**src/gpio_port_pkg.sv**
```systemverilog
// Package with register map, field positions and reset values of the GPIO port.
package gpio_port_pkg;
  localparam int          ADDR_W          = 8;
  localparam logic [7:0]  OFS_DATA        = 8'h00;
  localparam logic [7:0]  OFS_IRQ_EN      = 8'h04;
  localparam logic [7:0]  OFS_DRIVE_LOW   = 8'h08;
  localparam logic [7:0]  OFS_DRIVE_HIGH  = 8'h0c;
  localparam logic [7:0]  OFS_BYPASS_SEL  = 8'h10;
  localparam logic [7:0]  OFS_IO_CONFIG   = 8'h14;
  localparam logic [7:0]  OFS_IRQ_STATUS  = 8'h18;
  localparam int          CHANGE_SEL_BIT  = 0;
  localparam logic [7:0]  RST_ZERO        = 8'h00;
  localparam logic [7:0]  RST_DRIVE_HIGH  = 8'hff;
  localparam logic [1:0]  DM_ANALOG_HIZ   = 2'h2;
  localparam logic [1:0]  DM_OPEN_DRAIN   = 2'h3;
  localparam logic [1:0]  DM_RES_PULLUP   = 2'h0;
  localparam logic [31:0] WORD_ZERO       = 32'h0000_0000;
endpackage : gpio_port_pkg

```
**src/gpio_port.sv**
```systemverilog
// Eight-pin GPIO port with APB registers, bypass and wire-OR pin interrupts.
`timescale 1ns/1ps
// Summary of operation
// - One enable bit per pin, same position.
// - Level mode interrupts while pin low.
// - Change mode interrupts when pin differs.
// - Data read captures last-read latch.
// - Disabled pin never drives interrupt.
// - Open-drain active-low, wire-ORed shared line.
// - Enabling with condition met asserts immediately.
// - Interrupt holds until a release cause.
// - Shared interrupt raised on line falling.
// - Data write sets drive unless bypassed.
// - Data read returns pin levels.
// - Serial function forces its pins bypass.
// - Bypass-select bit routes internal signal.
// - Unimplemented pin bits read zero.
// - Four-pin port uses low enables.
// - Analog mode pin reads zero.
// - Change select is config bit zero.
module gpio_port
  import gpio_port_pkg::*;
#(
  parameter int         PIN_COUNT = 8,     // Implemented pins, 4 or 8.
  parameter logic [7:0] PIN_MASK  = 8'hff  // Implemented pin positions.
)(
  input  wire logic              clock,          // System clock.
  input  wire logic              reset,          // Synchronous reset, active high.
  input  wire logic              psel,           // APB select.
  input  wire logic              penable,        // APB enable.
  input  wire logic              pwrite,         // APB direction.
  input  wire logic [ADDR_W-1:0] paddr,          // APB byte address.
  input  wire logic [31:0]       pwdata,         // APB write data.
  output logic      [31:0]       prdata,         // APB read data.
  output logic                   pready,         // APB ready.
  output logic                   pslverr,        // APB error.
  input  wire logic [7:0]        pin_in,         // Pin levels from input buffers.
  output logic      [7:0]        pin_out,        // Pin output data.
  output logic      [7:0]        drive_mode_low_bits,  // Drive mode bit 0 per pin.
  output logic      [7:0]        drive_mode_high_bits, // Drive mode bit 1 per pin.
  input  wire logic [7:0]        serial_force,   // Serial function owns these pins.
  input  wire logic [7:0]        alt_data,       // Internal bypass data.
  input  wire logic              irq_line_in,    // Level of shared interrupt wire.
  output logic                   irq_line_o,     // Shared line output value, always 0.
  output logic                   irq_line_oe,    // High while this port pulls low.
  output logic                   irq_event       // One-cycle shared interrupt pulse.
);
  initial begin
    if (!(PIN_COUNT == 4 || PIN_COUNT == 8)) begin
      $error("PIN_COUNT must be 4 or 8");
    end
  end

  // Enables above the pin count have no effect.
  localparam logic [7:0] LIVE_MASK = (PIN_COUNT == 4) ? (PIN_MASK & 8'h0f) : PIN_MASK;

  logic [7:0] data_reg;
  logic [7:0] irq_en_reg;
  logic [7:0] dm_low_reg;
  logic [7:0] dm_high_reg;
  logic [7:0] bypass_reg;
  logic       change_sel_reg;
  logic       line_prev_reg;
  logic [7:0] pin_level;
  logic [7:0] irq_assert;
  logic [7:0] pin_oe;
  logic       wr_en;
  logic       rd_en;
  logic       data_read;
  logic       addr_ok;
  logic [31:0] rdata_next;

  function automatic logic [31:0] widen(input logic [7:0] v);
    widen = {24'h00_0000, v & LIVE_MASK};
  endfunction : widen

  assign wr_en     = psel & penable & pwrite;
  assign rd_en     = psel & penable & ~pwrite;
  assign data_read = rd_en & (paddr == OFS_DATA);
  assign pready    = 1'b1;
  assign addr_ok   = (paddr == OFS_DATA) || (paddr == OFS_IRQ_EN) || (paddr == OFS_DRIVE_LOW) ||
                     (paddr == OFS_DRIVE_HIGH) || (paddr == OFS_BYPASS_SEL) ||
                     (paddr == OFS_IO_CONFIG) || (paddr == OFS_IRQ_STATUS);
  assign pslverr   = psel & penable & ~addr_ok;

  always_ff @(posedge clock) begin
    if (reset) begin
      data_reg <= RST_ZERO;
    end else if (wr_en && paddr == OFS_DATA) begin
      data_reg <= pwdata[7:0] & LIVE_MASK;
    end
  end

  always_ff @(posedge clock) begin
    if (reset) begin
      irq_en_reg <= RST_ZERO;
    end else if (wr_en && paddr == OFS_IRQ_EN) begin
      irq_en_reg <= pwdata[7:0] & LIVE_MASK;
    end
  end

  // Drive modes reset to analog high impedance, so inputs start disabled.
  always_ff @(posedge clock) begin
    if (reset) begin
      dm_low_reg  <= RST_ZERO;
      dm_high_reg <= RST_DRIVE_HIGH;
    end else if (wr_en && paddr == OFS_DRIVE_LOW) begin
      dm_low_reg <= pwdata[7:0] & LIVE_MASK;
    end else if (wr_en && paddr == OFS_DRIVE_HIGH) begin
      dm_high_reg <= pwdata[7:0] & LIVE_MASK;
    end
  end

  always_ff @(posedge clock) begin
    if (reset) begin
      bypass_reg <= RST_ZERO;
    end else if (wr_en && paddr == OFS_BYPASS_SEL) begin
      bypass_reg <= pwdata[7:0] & LIVE_MASK;
    end
  end

  // Change select lives in config bit 0.
  always_ff @(posedge clock) begin
    if (reset) begin
      change_sel_reg <= 1'b0;
    end else if (wr_en && paddr == OFS_IO_CONFIG) begin
      change_sel_reg <= pwdata[CHANGE_SEL_BIT];
    end
  end

  // Bypass mux; drive mode stays untouched.
  always_ff @(posedge clock) begin
    if (reset) begin
      pin_out <= RST_ZERO;
    end else begin
      pin_out <= ((bypass_reg | serial_force) & alt_data | ~(bypass_reg | serial_force) & data_reg) & LIVE_MASK;
    end
  end

  assign drive_mode_low_bits  = dm_low_reg;
  assign drive_mode_high_bits = dm_high_reg;

  genvar g;
  generate
    for (g = 0; g < 8; g++) begin : g_pin
      gpio_pin_slice u_slice (
        .clock        (clock),
        .reset        (reset),
        .pin_raw      (pin_in[g]),
        .drive_mode   ({dm_high_reg[g], dm_low_reg[g]}),
        .irq_en       (irq_en_reg[g] & LIVE_MASK[g]),
        .change_sel   (change_sel_reg),
        .data_read    (data_read),
        .pin_level    (pin_level[g]),
        .irq_assert   (irq_assert[g]),
        .irq_out_n_oe (pin_oe[g])
      );
    end
  endgenerate

  assign irq_line_oe = |pin_oe;
  assign irq_line_o  = 1'b0;

  // Raise on high-to-low of shared line.
  always_ff @(posedge clock) begin
    if (reset) begin
      line_prev_reg <= 1'b1;
      irq_event     <= 1'b0;
    end else begin
      line_prev_reg <= irq_line_in;
      irq_event     <= line_prev_reg & ~irq_line_in;
    end
  end

  // Data reads return pin levels, masked.
  always_comb begin
    rdata_next = WORD_ZERO;
    if (paddr == OFS_DATA) begin
      rdata_next = widen(pin_level);
    end else if (paddr == OFS_IRQ_EN) begin
      rdata_next = widen(irq_en_reg);
    end else if (paddr == OFS_DRIVE_LOW) begin
      rdata_next = widen(dm_low_reg);
    end else if (paddr == OFS_DRIVE_HIGH) begin
      rdata_next = widen(dm_high_reg);
    end else if (paddr == OFS_BYPASS_SEL) begin
      rdata_next = widen(bypass_reg);
    end else if (paddr == OFS_IO_CONFIG) begin
      rdata_next = {31'h0000_0000, change_sel_reg};
    end else if (paddr == OFS_IRQ_STATUS) begin
      rdata_next = widen(irq_assert);
    end
  end

  // Zero-wait slave, so read data must be combinational to land in the access cycle.
  assign prdata = rd_en ? rdata_next : WORD_ZERO;

  AST_DISABLED_QUIET: assert property (@(posedge clock) disable iff (reset)
    (irq_en_reg == 8'h00) |-> !irq_line_oe) else $error("line pulled with no enables");
  AST_LEVEL_MODE: assert property (@(posedge clock) disable iff (reset)
    (!change_sel_reg && (irq_en_reg & LIVE_MASK & ~pin_level) != 8'h00) |-> irq_line_oe)
    else $error("level mode low pin not asserting");
  AST_CHANGE_RELEASE: assert property (@(posedge clock) disable iff (reset)
    (change_sel_reg && data_read && $stable(pin_level)) |=> (irq_assert == 8'h00))
    else $error("read in change mode did not release");
  AST_EVENT_EDGE: assert property (@(posedge clock) disable iff (reset)
    $fell(irq_line_in) |=> irq_event) else $error("missing shared interrupt pulse");
  AST_NO_EVENT_LOW: assert property (@(posedge clock) disable iff (reset)
    (!irq_line_in && $past(irq_line_in) == 1'b0) |=> !irq_event) else $error("event while held");
  AST_DATA_DRIVE: assert property (@(posedge clock) disable iff (reset)
    (wr_en && paddr == OFS_DATA && ((bypass_reg | serial_force) == 8'h00)) ##1
    ((bypass_reg | serial_force) == 8'h00) |=> pin_out == ($past(pwdata[7:0], 2) & LIVE_MASK))
    else $error("data write not driven");
  AST_BYPASS: assert property (@(posedge clock) disable iff (reset)
    1'b1 |=> ((pin_out ^ $past(alt_data)) & $past(bypass_reg | serial_force) & LIVE_MASK) == 8'h00)
    else $error("bypass not routed");
  AST_IMMEDIATE: assert property (@(posedge clock) disable iff (reset)
    (wr_en && paddr == OFS_IRQ_EN && pwdata[0] && LIVE_MASK[0] && !change_sel_reg && !pin_level[0]
     && $stable(pin_level[0])) |=> (irq_assert[0] || pin_level[0] || change_sel_reg))
    else $error("enable did not assert at once");
  AST_UNUSED_ZERO: assert property (@(posedge clock) disable iff (reset)
    rd_en |-> ((prdata[7:0] & ~LIVE_MASK) == 8'h00)) else $error("unimplemented bit read one");

  COV_LEVEL_IRQ: cover property (@(posedge clock) disable iff (reset) !change_sel_reg ##1 irq_event);
  COV_CHANGE_IRQ: cover property (@(posedge clock) disable iff (reset) change_sel_reg && irq_line_oe ##1 data_read);
  COV_BYPASS: cover property (@(posedge clock) disable iff (reset) serial_force != 8'h00);
endmodule : gpio_port

```
**src/gpio_pin_slice.sv**
```systemverilog
// One pin's synchroniser, last-read latch and open-drain interrupt drive.
`timescale 1ns/1ps
module gpio_pin_slice
  import gpio_port_pkg::*;
(
  input  wire logic       clock,        // System clock.
  input  wire logic       reset,        // Synchronous reset, active high.
  input  wire logic       pin_raw,      // Raw pin level.
  input  wire logic [1:0] drive_mode,   // Drive mode of this pin.
  input  wire logic       irq_en,       // Pin interrupt enable.
  input  wire logic       change_sel,   // Chip-wide change mode.
  input  wire logic       data_read,    // Data register read strobe.
  output logic            pin_level,    // Synchronised digital level.
  output logic            irq_assert,   // Interrupt condition met.
  output logic            irq_out_n_oe  // Open-drain pull-low enable.
);
  logic sync1_reg;
  logic sync2_reg;
  logic last_read_reg;

  always_ff @(posedge clock) begin
    if (reset) begin
      sync1_reg <= 1'b0;
      sync2_reg <= 1'b0;
    end else begin
      sync1_reg <= pin_raw;
      sync2_reg <= sync1_reg;
    end
  end

  assign pin_level = (drive_mode == DM_ANALOG_HIZ) ? 1'b0 : sync2_reg;

  always_ff @(posedge clock) begin
    if (reset) begin
      last_read_reg <= 1'b0;
    end else if (data_read) begin
      last_read_reg <= pin_level;
    end
  end

  // Condition is combinational, so it follows each cause at once.
  assign irq_assert   = irq_en & (change_sel ? (pin_level != last_read_reg) : ~pin_level);
  assign irq_out_n_oe = irq_assert;
endmodule : gpio_pin_slice

```
**config.mk**
```make
export PLATFORM = sky130hd
export DESIGN_NAME = gpio_port
export DESIGN_NICKNAME = d
export VERILOG_FILES = /design/src/gpio_port_pkg.sv /design/src/gpio_port.sv /design/src/gpio_pin_slice.sv
export SDC_FILE = /design/constraint.sdc
export NUM_CORES = 1
export LEC_CHECK = 0
export BUFFER_PORTS_ARGS = -buffer_cell sky130_fd_sc_hd__buf_2
export CAP_MARGIN = 20
export CELL_PAD_IN_SITES_DETAIL_PLACEMENT = 1
export CELL_PAD_IN_SITES_GLOBAL_PLACEMENT = 2
export CORE_ASPECT_RATIO = 1.75
export CORE_MARGIN = 2
export CORE_UTILIZATION = 29
export DETAILED_ROUTE_END_ITERATION = 8
export PLACE_DENSITY = 0.81
export SLEW_MARGIN = 30
export SYNTH_ARGS = -nofsm -noshare
export SYNTH_HDL_FRONTEND = slang
export SYNTH_HIERARCHICAL = 1
export SYNTH_SLANG_ARGS = --single-unit
export TNS_END_PERCENT = 30
```
**constraint.sdc**
```tcl
create_clock -name clock -period 3.4 [get_ports clock]
set_input_delay 0.68 -clock clock [delete_from_list [all_inputs] [get_ports clock]]
set_output_delay 0.68 -clock clock [all_outputs]
set_load 0.01 [all_outputs]
```
==> metrics <==
Initial Utilization=29.4%; Layout fillers=1579; status=completed; die span in x=91.5 um; Core Area=0.0132 mm2; Seq/Total Area, Yosys=38.6%; num rows=56; most common cell after layout, fill and taps aside=buf_2; Slew Limit Fails=0; max_slew headroom=44.4%; fin nets=582; DP HPWL=8330 um; Crit path largest cell delay=0.56 ns; Tcrit/Tclk final=97.8%; Worst Hold Path EP=irq_event$_SDFF_PP0_; clk sinks=75; most numerous cell on the critical path=buf_2; FF-to-FF End=change_sel_reg$_SDFFE_PP0P_; vias in the first global route=3262; slew at the pin closest to its max-slew limit=0.835 ns; CP Capture Type=primary output; Worst Hold Class=reg -> reg; DRT antenna net count=0; Initial DRC Count=91; Slowest cell on crit path=or4b_4; minimum clock period=3.33 ns; placed cells=675; DRC=0; Buf/Inv on CP=2; Startpoint Class=input pin; crit path cell chain=buf_2, or4b_4, or3_1, a2bb2oi_1, a211oi_1, buf_2; vias=3281; syn avg cell area=8.86 um2; Clock Tree Root=clkbuf_16; maximum clock path buffer count=2; # diodes=0; slack of the critical path=0.0734 ns; reg2reg setup slack=2.53 ns; Mapped Cells=439; Max H-tree Level=3; hold buffer count at CTS=0; Worst Path Required=2.72 ns; WL per Instance=15.8 um; TritonCTS clock tree=yes; FF-to-FF Start=change_sel_reg$_SDFFE_PP0P_; RSZ-0062 raised after global routing=false; clock-pin slew on the worst setup and hold paths=0.06 ns; CP top delay family=simple AND/OR/NAND/NOR gates; Non-Filler Instances=691; Setup-failing EPs final=0; setup tns final=0 ns; Critical Path AT=2.65 ns; die area=0.0144 mm2; static leakage=1.99 nW; synth unique cells=44; CTS resizes=0; kind of critical path=in -> out; Setup Fix Bufs, Post-CTS=0; overall routing resource usage=15.5%; I/O Pins=131; vias per cell=4.75; Worst Hold Launch=line_prev_reg$_SDFF_PP1_; Final Wtd Congestion=0.847; share of cells above drive strength 1=27.5%; Synth Cell Area=0.00389 mm2; EDFF count, synth=0; TritonRoute pass-1 iters=4; cells on worst reg2reg path=2; synthesized flop and latch total=75; first-pass GRT wire length=17300 um; Main synth FF type=dfxtp_1; Die Y-Extent=157 um; ys async rst share=0%; Max Clock Skew=0.00726 ns; maxcap violations=0; YS warnings=6; commonest cells after routing, fill and taps aside=buf_2, dfxtp_1, nor2_1, mux2i_1, nand2_1; WL final=10900 um; Clk Latency, worst-skew pair=0.34 ns; Layout area overhead=20.1%; cts bufs inserted=9; CP Max Fanout=7; post-place setup slack=0.115 ns; Hold Path Stages=2; largest net degree at the start of global routing=46; initial antenna violation count=0; port bufs=80; total grt overflow=0; f_max=301 MHz; pwr dens=436 mW/mm2; Final Hold Fails=0; Max IR drop VDD=262 uV
[worst reg2reg max path, cell delays in order, from the launching register on]
cell	delay [ns]
dfxtp_1	0.57
mux2i_1	0.14
nor2_1	0.10
[per-stage QoR]
stage	total power, mW	util (%)	hold slack [ns]	cell area, um2
final	2.03	35.3	0.407	4670
after global routing	2.12	35.3	0.430	4670
after CTS	2.06	35.3	0.412	4670
after detailed placement	1.06	32.9	0.406	4360
after global placement	1.05	32.9	0.401	4360
after floorplan	1.01	-	0.392	3980
[routing by layer]
layer	share of wire (%)	wire [um]	up-vias	track usage, %
met4	3.5	386	0	8.51
li1	-	-	1606	-
met2	53	5840	97	28.6
met1	39	4300	1555	16.6
met5	0	0	-	0
met3	3.8	415	23	2.63
[final cells by class]
cell class	instances	area (um2)	area share, %
multi-input cells	333	2130	45.6
clock inverters	5	60.1	1.29
repair buffers	89	493	10.6
flip-flops and latches	75	1500	32.2
well taps	174	218	4.66
clock buffers	11	253	5.41
inverters	4	15.0	0.322
[cells in the mapped netlist, types with 2 or more instances]
| library cell | instances | area (um2) |
|---|---|---|
| dfxtp_1 | 75 | 1500 |
| nor2_1 | 47 | 176 |
| mux2i_1 | 40 | 400 |
| nand2_1 | 36 | 135 |
| a21oi_1 | 34 | 170 |
| buf_4 | 34 | 255 |
| nand3_1 | 19 | 95.1 |
| nor2b_1 | 17 | 106 |
| nand2b_4 | 16 | 220 |
| clkbuf_1 | 11 | 41.3 |
| a21oi_2 | 10 | 87.6 |
| o21ai_0 | 9 | 45.0 |
| and2_1 | 8 | 50.1 |
| and3b_1 | 8 | 70.1 |
| nand2b_1 | 8 | 50.1 |
| nor3_1 | 8 | 40.0 |
| a211oi_1 | 6 | 45.0 |
| a2bb2oi_1 | 6 | 52.6 |
| o22ai_1 | 6 | 37.5 |
| buf_2 | 4 | 20.0 |
| inv_1 | 4 | 15.0 |
| nor4_1 | 4 | 25.0 |
| nor3_2 | 3 | 30.0 |
| conb_1 | 2 | 7.51 |
| nor3b_1 | 2 | 15.0 |
| or2_2 | 2 | 12.5 |
| or3_1 | 2 | 12.5 |
| or4_1 | 2 | 15.0 |
[kinds of logic (layout without fill, tap and decap cells)]
group,count (synthesis),after routing,share of synthesized area (%)
AND/OR/NAND/NOR,192,192,29.9
AO/OA/AOI/OAI,75,75,12.1
flip-flops,75,75,38.6
buffers and inverters,55,109,8.92
multiplexers,40,40,10.3
other,2,26,0.193
[where the power goes]
group / switching (mW) / internal, mW / leakage, nW / total [mW]
Combinational: 0.0885 / 0.0500 / 1.23 / 0.139
Sequential: 0.00630 / 0.893 / 0.610 / 0.899
Clock: 0.386 / 0.611 / 0.152 / 0.997
[worst max path at each step]
stage | slack [ns] | endpoint | cells after the start | startpoint
after detailed placement | 0.11 | prdata[5] | 6 | paddr[7]
final | 0.07 | prdata[6] | 6 | paddr[7]
after global routing | 0.05 | prdata[5] | 6 | paddr[7]
after floorplan | 0.47 | prdata[5] | 5 | paddr[7]
after global placement | 0.1 | prdata[5] | 6 | paddr[7]
after CTS | 0.10 | prdata[5] | 6 | paddr[7]
Note: power is estimated with default switching activity, not from simulation.
